### config.mk
export PLATFORM = sky130hd
export DESIGN_NAME = prm_monitor
export DESIGN_NICKNAME = d
export VERILOG_FILES = /design/src/rtl/prm_pkg.sv /design/src/rtl/prm_cfg_if.sv /design/src/rtl/prm_monitor.sv /design/src/rtl/prm_compare.sv /design/src/rtl/prm_edge.sv
export SDC_FILE = /design/constraint.sdc
export NUM_CORES = 1
export LEC_CHECK = 0
export ABC_AREA = 1
export ABC_CLOCK_PERIOD_IN_PS = 6400
export BUFFER_PORTS_ARGS = -buffer_cell sky130_fd_sc_hd__buf_2
export CAP_MARGIN = 20
export CELL_PAD_IN_SITES_DETAIL_PLACEMENT = 1
export CELL_PAD_IN_SITES_GLOBAL_PLACEMENT = 2
export CORE_MARGIN = 10
export CORE_UTILIZATION = 35
export DETAILED_ROUTE_END_ITERATION = 8
export GPL_ROUTABILITY_DRIVEN = 0
export PLACE_DENSITY = 0.86
export SYNTH_ARGS = -nofsm -noshare
export SYNTH_HDL_FRONTEND = slang
export SYNTH_HIERARCHICAL = 1
export SYNTH_SLANG_ARGS = --single-unit
### constraint.sdc
create_clock -name clk -period 6.4 [get_ports clk]
set_clock_uncertainty 0.15 [all_clocks]
set_input_delay 1.28 -clock clk [delete_from_list [all_inputs] [get_ports clk]]
set_output_delay 1.28 -clock clk [all_outputs]
set_load 0.05 [all_outputs]
### src/rtl/prm_pkg.sv
// shared constants for the pulse rate monitor
package prm_pkg;
    // register offsets (word addresses)
    localparam logic [3:0] ADDR_CTRL    = 4'h0;
    localparam logic [3:0] ADDR_PERIOD  = 4'h1;
    localparam logic [3:0] ADDR_LOWER   = 4'h2;
    localparam logic [3:0] ADDR_UPPER   = 4'h3;
    localparam logic [3:0] ADDR_SPEED   = 4'h4;
    localparam logic [3:0] ADDR_ELAPSED = 4'h5;
    localparam logic [3:0] ADDR_STATUS  = 4'h6;
    // control fields
    localparam int CTRL_SRC_LSB = 0;   // 2-bit source select
    localparam int CTRL_CLEAR   = 2;   // write 1: clear pulse
    localparam logic [1:0] SRC_NORMAL = 2'h0;
    localparam logic [1:0] SRC_FAST_A = 2'h1;
    localparam logic [1:0] SRC_FAST_B = 2'h2;
    // status fields
    localparam int STAT_OUT = 0;
    localparam int STAT_EN  = 1;
    // period reset value and clamp limits
    localparam logic [15:0] PERIOD_RST = 16'h0064;
    localparam logic [15:0] PERIOD_MIN = 16'h0001;
    localparam logic [15:0] PERIOD_MAX = 16'h7fff;
    // timing
    localparam int CLK_HZ    = 100_000_000;
    localparam int TICK_MS   = 10;
    localparam int TICK_CYC  = CLK_HZ / 1000 * TICK_MS;
    localparam int WIDTH     = 16;
endpackage : prm_pkg

### src/rtl/prm_cfg_if.sv
// configuration and result bundle between the top and the comparator
`timescale 1ns/1ps
interface prm_cfg_if #(parameter int W = 16);
    logic [W-1:0] lower;
    logic [W-1:0] upper;
    logic [W-1:0] speed;
    logic         load;
    logic         clear;
    logic         out;
    modport src (output lower, upper, speed, load, clear, input out);
    modport cmp (input lower, upper, speed, load, clear, output out);
endinterface : prm_cfg_if

### src/rtl/prm_monitor.sv
// pulse_rate_monitor: speed measurement with window comparison
//
// Chosen here: the address map and strobed register access.
`timescale 1ns/1ps
module prm_monitor #(
    parameter int W        = prm_pkg::WIDTH,
    parameter int TICK_CYC = prm_pkg::TICK_CYC
) (
    // clock and reset
    input  wire logic         clk,
    input  wire logic         rst,
    // field inputs
    input  wire logic         measure_en,
    input  wire logic         clear_in,
    input  wire logic         count_in,
    input  wire logic         fast_pulse_input_a,
    input  wire logic         fast_pulse_input_b,
    // register port
    input  wire logic [3:0]   addr,
    input  wire logic [15:0]  wdata,
    input  wire logic         wr,
    input  wire logic         rd,
    output logic      [15:0]  rdata,
    // results
    output logic              out_bit,
    output logic      [W-1:0] speed,
    output logic      [W-1:0] set_period,
    output logic      [W-1:0] cur_period
);
    // elaboration checks: bus, read mux, accumulator and elapsed counter are 16 bits wide
    if (W != 16) begin : g_bad_width
        $error("prm_monitor: W must be 16");
    end
    if (TICK_CYC < 1) begin : g_bad_tick
        $error("prm_monitor: TICK_CYC must be at least 1");
    end

    localparam int TW = (TICK_CYC > 1) ? $clog2(TICK_CYC) : 1;
    localparam logic [TW-1:0] TICK_LAST = TW'(TICK_CYC - 1);

    prm_cfg_if #(.W(W)) cfg ();

    // timing of one window, in clock cycles:
    //   an input edge reaches the accumulator three cycles after the pin
    //   rises, two for the synchroniser and one for the accumulator register;
    //   a tick marks every TICK_CYC cycles of enabled time;
    //   the boundary is the tick on which elapsed reaches the period;
    //   speed latches on the boundary edge, the comparator one edge later.
    // a pulse seen on the boundary cycle opens the next window, so no
    // pulse is lost or counted twice across windows.
    // the accumulator saturates rather than wrapping; a wrapped count
    // would look like a slow input and could turn the output off.
    // enable low stops the prescaler, so a window paused midway resumes
    // where it stopped instead of starting over.

    // software state
    logic [1:0]   src_sel;
    logic [W-1:0] lower;
    logic [W-1:0] upper;
    logic         sw_clear;
    // measurement state
    logic [TW-1:0] tick_cnt;
    logic [W-1:0]  accum;
    logic [W-1:0]  speed_q;
    logic [W-1:0]  elapsed;
    logic [W-1:0]  period_q;

    // edge detection on each source
    localparam int NSRC = 3;
    wire  [NSRC-1:0] pin_vec;
    logic [NSRC-1:0] rise_vec;

    // pulse lines in source-select order: normal, fast a, fast b
    assign pin_vec = {fast_pulse_input_b, fast_pulse_input_a, count_in};

    // one synchroniser and edge detector per pulse line
    for (genvar g = 0; g < NSRC; g++) begin : g_edge
        prm_edge u_edge (
            .clk  (clk),
            .rst  (rst),
            .din  (pin_vec[g]),
            .rise (rise_vec[g])
        );
    end

    // source select: the sampled edge path copes with kHz rates easily
    // code 3 falls back to the normal input
    wire rise_n = rise_vec[0];
    wire rise_a = rise_vec[1];
    wire rise_b = rise_vec[2];
    wire sel_a  = (src_sel == prm_pkg::SRC_FAST_A);
    wire sel_b  = (src_sel == prm_pkg::SRC_FAST_B);
    wire pulse  = sel_a ? rise_a : (sel_b ? rise_b : rise_n);

    // register map, word addresses:
    //   0 control: source select in the low two bits, clear at bit 2
    //   1 measurement period in ticks, clamped on write
    //   2 lower limit
    //   3 upper limit
    //   4 speed, read only
    //   5 elapsed period, read only
    //   6 status: output at bit 0, measure enable at bit 1
    // writes to read-only or unmapped words are ignored; the clear bit
    // is a one-shot strobe and is never stored, so it reads back zero.
    // register decode
    wire wr_ctrl   = wr && (addr == prm_pkg::ADDR_CTRL);
    wire wr_period = wr && (addr == prm_pkg::ADDR_PERIOD);
    wire wr_lower  = wr && (addr == prm_pkg::ADDR_LOWER);
    wire wr_upper  = wr && (addr == prm_pkg::ADDR_UPPER);

    // out-of-range period is clamped rather than trusted
    wire per_low  = (wdata < prm_pkg::PERIOD_MIN);
    wire per_high = (wdata > prm_pkg::PERIOD_MAX);
    wire [W-1:0] per_clamped =
        per_low  ? prm_pkg::PERIOD_MIN :
        per_high ? prm_pkg::PERIOD_MAX : wdata;

    wire clr       = clear_in | sw_clear;
    wire tick      = (tick_cnt == TICK_LAST);
    wire boundary  = measure_en && tick && (elapsed + 16'h0001 >= period_q);
    wire [W-1:0] accum_inc = (accum == 16'hffff) ? accum : accum + 16'h0001;

    // configuration registers
    always_ff @(posedge clk or posedge rst) begin
        if (rst) begin
            src_sel  <= prm_pkg::SRC_NORMAL;
            period_q <= prm_pkg::PERIOD_RST;
            lower    <= '0;
            upper    <= '0;
            sw_clear <= 1'b0;
        end else begin
            sw_clear <= wr_ctrl && wdata[prm_pkg::CTRL_CLEAR];
            if (wr_ctrl) begin
                src_sel <= wdata[prm_pkg::CTRL_SRC_LSB +: 2];
            end
            if (wr_period) begin
                period_q <= per_clamped;
            end
            if (wr_lower) begin
                lower <= wdata;
            end
            if (wr_upper) begin
                upper <= wdata;
            end
        end
    end

    // tick prescaler runs only while measuring, so enable low freezes time
    always_ff @(posedge clk or posedge rst) begin
        if (rst) begin
            tick_cnt <= '0;
        end else if (clr) begin
            tick_cnt <= '0;
        end else if (measure_en) begin
            if (tick) begin
                tick_cnt <= '0;
            end else begin
                tick_cnt <= tick_cnt + 1'b1;
            end
        end
    end

    // elapsed period restarts at each boundary
    always_ff @(posedge clk or posedge rst) begin
        if (rst) begin
            elapsed <= '0;
        end else if (clr) begin
            elapsed <= '0;
        end else if (boundary) begin
            elapsed <= '0;
        end else if (measure_en && tick) begin
            elapsed <= elapsed + 16'h0001;
        end
    end

    // accumulator; a pulse on the boundary cycle starts the next window
    always_ff @(posedge clk or posedge rst) begin
        if (rst) begin
            accum <= '0;
        end else if (clr) begin
            accum <= '0;
        end else if (boundary) begin
            accum <= {15'h0000, pulse};
        end else if (measure_en && pulse) begin
            accum <= accum_inc;
        end
    end

    // speed latch, reloaded at each boundary and zeroed by clear
    always_ff @(posedge clk or posedge rst) begin
        if (rst) begin
            speed_q <= '0;
        end else if (clr) begin
            speed_q <= '0;
        end else if (boundary) begin
            speed_q <= accum;
        end
    end

    // comparator sees the speed one cycle after latching
    logic load_d;
    always_ff @(posedge clk or posedge rst) begin
        if (rst) begin
            load_d <= 1'b0;
        end else begin
            load_d <= boundary;
        end
    end

    assign cfg.lower = lower;
    assign cfg.upper = upper;
    assign cfg.speed = speed_q;
    assign cfg.load  = load_d & measure_en;
    assign cfg.clear = clr;

    // window comparator holds the output between loads
    prm_compare #(
        .W   (W)
    ) u_cmp (
        .clk (clk),
        .rst (rst),
        .cfg (cfg)
    );

    // read mux; unmapped addresses read zero
    logic [15:0] rd_mux;
    wire  [15:0] ctrl_word = {14'h0000, src_sel};
    wire  [15:0] stat_word = {14'h0000, measure_en, cfg.out};
    always_comb begin
        case (addr)
            prm_pkg::ADDR_CTRL:    rd_mux = ctrl_word;
            prm_pkg::ADDR_PERIOD:  rd_mux = period_q;
            prm_pkg::ADDR_LOWER:   rd_mux = lower;
            prm_pkg::ADDR_UPPER:   rd_mux = upper;
            prm_pkg::ADDR_SPEED:   rd_mux = speed_q;
            prm_pkg::ADDR_ELAPSED: rd_mux = elapsed;
            prm_pkg::ADDR_STATUS:  rd_mux = stat_word;
            default:               rd_mux = 16'h0000;
        endcase
    end

    // read data valid only in the cycle after the strobe
    always_ff @(posedge clk or posedge rst) begin
        if (rst) begin
            rdata <= '0;
        end else if (rd) begin
            rdata <= rd_mux;
        end else begin
            rdata <= 16'h0000;
        end
    end

    assign out_bit    = cfg.out;
    assign speed      = speed_q;
    assign set_period = period_q;
    assign cur_period = elapsed;
endmodule : prm_monitor

### src/rtl/prm_compare.sv
// window comparator with hysteresis for the pulse rate monitor
`timescale 1ns/1ps
module prm_compare #(
    parameter int W = 16
) (
    // clock and reset
    input  wire logic clk,
    input  wire logic rst,
    // values
    prm_cfg_if.cmp    cfg
);
    logic out_q;
    logic next_out;
    wire  up_gt  = cfg.upper > cfg.lower;
    wire  lo_gt  = cfg.lower > cfg.upper;
    wire  sp_le_lo = cfg.speed <= cfg.lower;
    wire  sp_ge_up = cfg.speed >= cfg.upper;
    wire  sp_ge_lo = cfg.speed >= cfg.lower;
    wire  sp_le_up = cfg.speed <= cfg.upper;

    // new state, evaluated only on load; holds otherwise
    always_comb begin
        next_out = out_q;
        if (up_gt) begin
            if (sp_ge_up) next_out = 1'b1;
            else if (sp_le_lo) next_out = 1'b0;
        end else if (lo_gt) begin
            if (sp_le_up) next_out = 1'b1;
            else if (sp_ge_lo) next_out = 1'b0;
        end else begin
            next_out = (cfg.speed == cfg.lower);
        end
    end

    // clear wins over a load in the same cycle
    always_ff @(posedge clk or posedge rst) begin
        if (rst) out_q <= 1'b0;
        else if (cfg.clear) out_q <= 1'b0;
        else if (cfg.load) out_q <= next_out;
    end

    assign cfg.out = out_q;
endmodule : prm_compare

### src/rtl/prm_edge.sv
// two-stage synchroniser and rising edge detector for a pulse input
`timescale 1ns/1ps
module prm_edge (
    // clock and reset
    input  wire logic clk,
    input  wire logic rst,
    // pulse
    input  wire logic din,
    output logic      rise
);
    logic s1;
    logic s2;
    logic s3;

    // s1 feeds only s2; the edge is taken between s2 and s3
    always_ff @(posedge clk or posedge rst) begin
        if (rst) begin
            s1 <= 1'b0;
            s2 <= 1'b0;
            s3 <= 1'b0;
        end else begin
            s1 <= din;
            s2 <= s1;
            s3 <= s2;
        end
    end

    assign rise = s2 & ~s3;
endmodule : prm_edge

==> impl_metrics.ini <==
[run_status]
status = completed

[sta]
hold_violations = 0
rsz0062_at_grt = false
fin_ws_ns = 2.62
finalCritPeriodShare_pct = 59.0
slew_headroom_pct = 33.2
finalMaxSlewViolations = 0
max_freq_ghz = 0.265
tns_ns = 0
tightest_slew_ns = 1.00
period_minus_slack_ns = 3.78
setup_viol = 0

[route]
routedWlPerCell_um = 19.0
vias = 8070
final_antenna_net_count = 0
totalWireLength_um = 29800
met1_length_um = 14200
route.detailed.drc = 0
vias_per_cell = 5.16
met2_length_um = 13500
drt_iter0_markers = 503
top_layer = met4
dr.pass1.iters = 5
wl_met3_um = 1550

[floorplan]
die_area_mm2 = 0.0317
die_h_um = 178
core_mm2 = 0.0245
initial_utilization_pct = 35.7
ioPinCount = 94
rows = 57
fp.dieW_um = 178

[logic_synthesis]
avgSynthCellArea_um2 = 7.69
synthFlopType = dfrtp_1
synth_top_area_share_pct = 40.9
mappedNetlistArea_mm2 = 0.00874
async_flop_share_pct = 100
synth_cell_types = 46
synth.most_common_cell = nand2_1
yosysSeqAreaShare_pct = 41.8
synth_common_cells = nand2_1 (249), inv_1 (193), dfrtp_1 (143), nor2_1 (105), o21ai_0 (103)
ys_ff_latch = 146
synth_area_leader_cell = dfrtp_1
synth-edff-count = 0
yosys_warnings = 6
synth_nets = 1233
synth_cells = 1137
netlist_top_cells_area = dfrtp_1 (41%), nand2_1 (11%), ha_1 (9.6%)

[clock_tree]
numCtsBuffers = 17
root_buffer = clkbuf_16
cts_hold_buf = 0
clk_pin_slew_ns = 0.07
post_cts_buffers = 0
cts.htree.levels = 4
clock_sinks = 146
clock_path_buffers = 2
cts_tree = done
cts_resized = 0
clock_latency_ns = 0.44

[placement]
place_ws_ns = 2.71
port_buffers = 93
place_inst = 1532
dpl.hpwl_um = 23300

[worst_setup_path]
arrival_ns = 3.97
crit_fanout = 24
worstSetupEndpointType = register
cp_data_required_time_ns = 6.60
crit_type = reg -> reg
start_kind = register

[power]
peakVddDrop_mv = 0.200
power_uw = 2890
power.density_mw_per_mm2 = 284
power.leakage_uw = 0.00515

[global_route]
grt_pass1_vias = 8447
grt_max_degree = 105
antenna_found_initial = 0
grt.overflow.total = 0
grtUsageTotal_pct = 19.4
grt_pass1_wl_um = 48000

[final_layout]
finish.cell_count_without_fillers = 1564
area_delta_synth_final_pct = 16.7
fill_cells = 3031
nets = 1323
diodes = 0
layout-drive-gt1-share_pct = 12.4

[min_path]
holdCritPathClass = reg -> reg

[run]
drv_cap = 0
==> logic make-up (layout without fill, tap and decap cells) <==
| kind of cell | Yosys count | count (layout) | synth area share, % |
|---|---|---|---|
| buffers and inverters | 222 | 325 | 9.86 |
| AND/OR/NAND/NOR | 474 | 474 | 23.3 |
| AO/OA/AOI/OAI | 208 | 208 | 13.4 |
| flip-flops | 146 | 146 | 41.8 |
| adder cells (fa/ha/maj) | 67 | 67 | 9.59 |
| XOR/XNOR | 20 | 20 | 2.00 |
==> sequential cells by signal, indices dropped and copies added (netlist names) <==
name              cells
accum                16
cfg.lower            16
cfg.upper            16
cur_period           16
g_edge.u_edge/s1      3
g_edge.u_edge/s2      3
g_edge.u_edge/s3      3
load_d                1
rdata                16
set_period           16
speed                16
src_sel               2
sw_clear              1
tick_cnt             20
u_cmp/cfg.out         1
==> cell type report <==
class	instances	area, um2	area share [%]
clock buffers	18	439	4.30
clock inverters	14	226	2.22
inverters	197	746	7.31
multi-input cells	769	4220	41.4
flip-flops and latches	146	3660	35.8
well taps	324	405	3.97
repair buffers	96	508	4.98
==> placed cells by master (no fill, tap or decap), types with 3 or more instances in the layout <==
cell type	count
xnor2_1	4
buf_2	93
nor3b_1	5
a31oi_1	5
nor2_2	5
o21bai_1	4
o21ai_0	103
ha_1	67
nand3_2	3
o21ai_1	10
a21oi_1	44
nand3_1	38
nor4_1	4
inv_1	192
clkbuf_16	17
clkinv_4	3
dfrtp_1	143
dfstp_2	3
nor3_1	30
nand2_2	3
nor2_1	105
nand2_1	249
o221ai_1	13
nand4_1	23
a211oi_1	3
inv_6	4
o22ai_1	18
xor2_1	16
bufinv_16	5
==> worst paths after layout <==
kind                            slack (ns)                   to  depth (start not counted)                 from
worst max-delay path                  2.62             accum[5]                         19        cur_period[0]
worst min-delay path                  0.20  g_edge[1].u_edge/s2                          0  g_edge[1].u_edge/s1
worst max register to register        2.62             accum[5]                         19        cur_period[0]
worst min register to register        0.20  g_edge[1].u_edge/s2                          0  g_edge[1].u_edge/s1
max in group asynchronous             4.06             accum[7]                          3                  rst
min in group asynchronous             0.62        u_cmp/cfg.out                          2                  rst
==> power by group <==
part	switching, uW	internal [uW]	leakage [uW]
registers	99.4	1010	0.00193
clock network	434	709	0.000323
logic	457	187	0.00290
==> per-stage QoR <==
step / hold WS [ns] / utilization, % / instance area, um2
finish: 0.203 / 41.7 / 10200
global route: 0.209 / 41.7 / 10200
CTS: 0.203 / 41.7 / 10200
detailed placement: 0.189 / 39.0 / 9540
global placement: 0.184 / 38.9 / 9510
floorplan: 0.181 / - / 8740
==> critical path, stage by stage (launching register included) <==
cell and delay [ns]:
dfrtp_1 0.54, ha_1 0.25, nand2_1 0.09, nor4_1 0.40
or2_2 0.20, nand2_1 0.07, inv_1 0.06, ha_1 0.21
nand2_1 0.06, inv_1 0.04, nand2_1 0.06, nand2_1 0.05
nor2_1 0.11, nand2_1 0.12, nand2_1 0.08, nand2_1 0.13
nand2_1 0.22, nand2_1 0.29, buf_16 0.29, nor3_1 0.22
==> metal layers <==
layer	vias to the layer above	track usage (%)
li1	3896	-
met1	3956	26.5
met2	183	30.6
met3	35	3.76
met4	0	5.56
met5	-	0
Power figures use the tool's default switching activity.
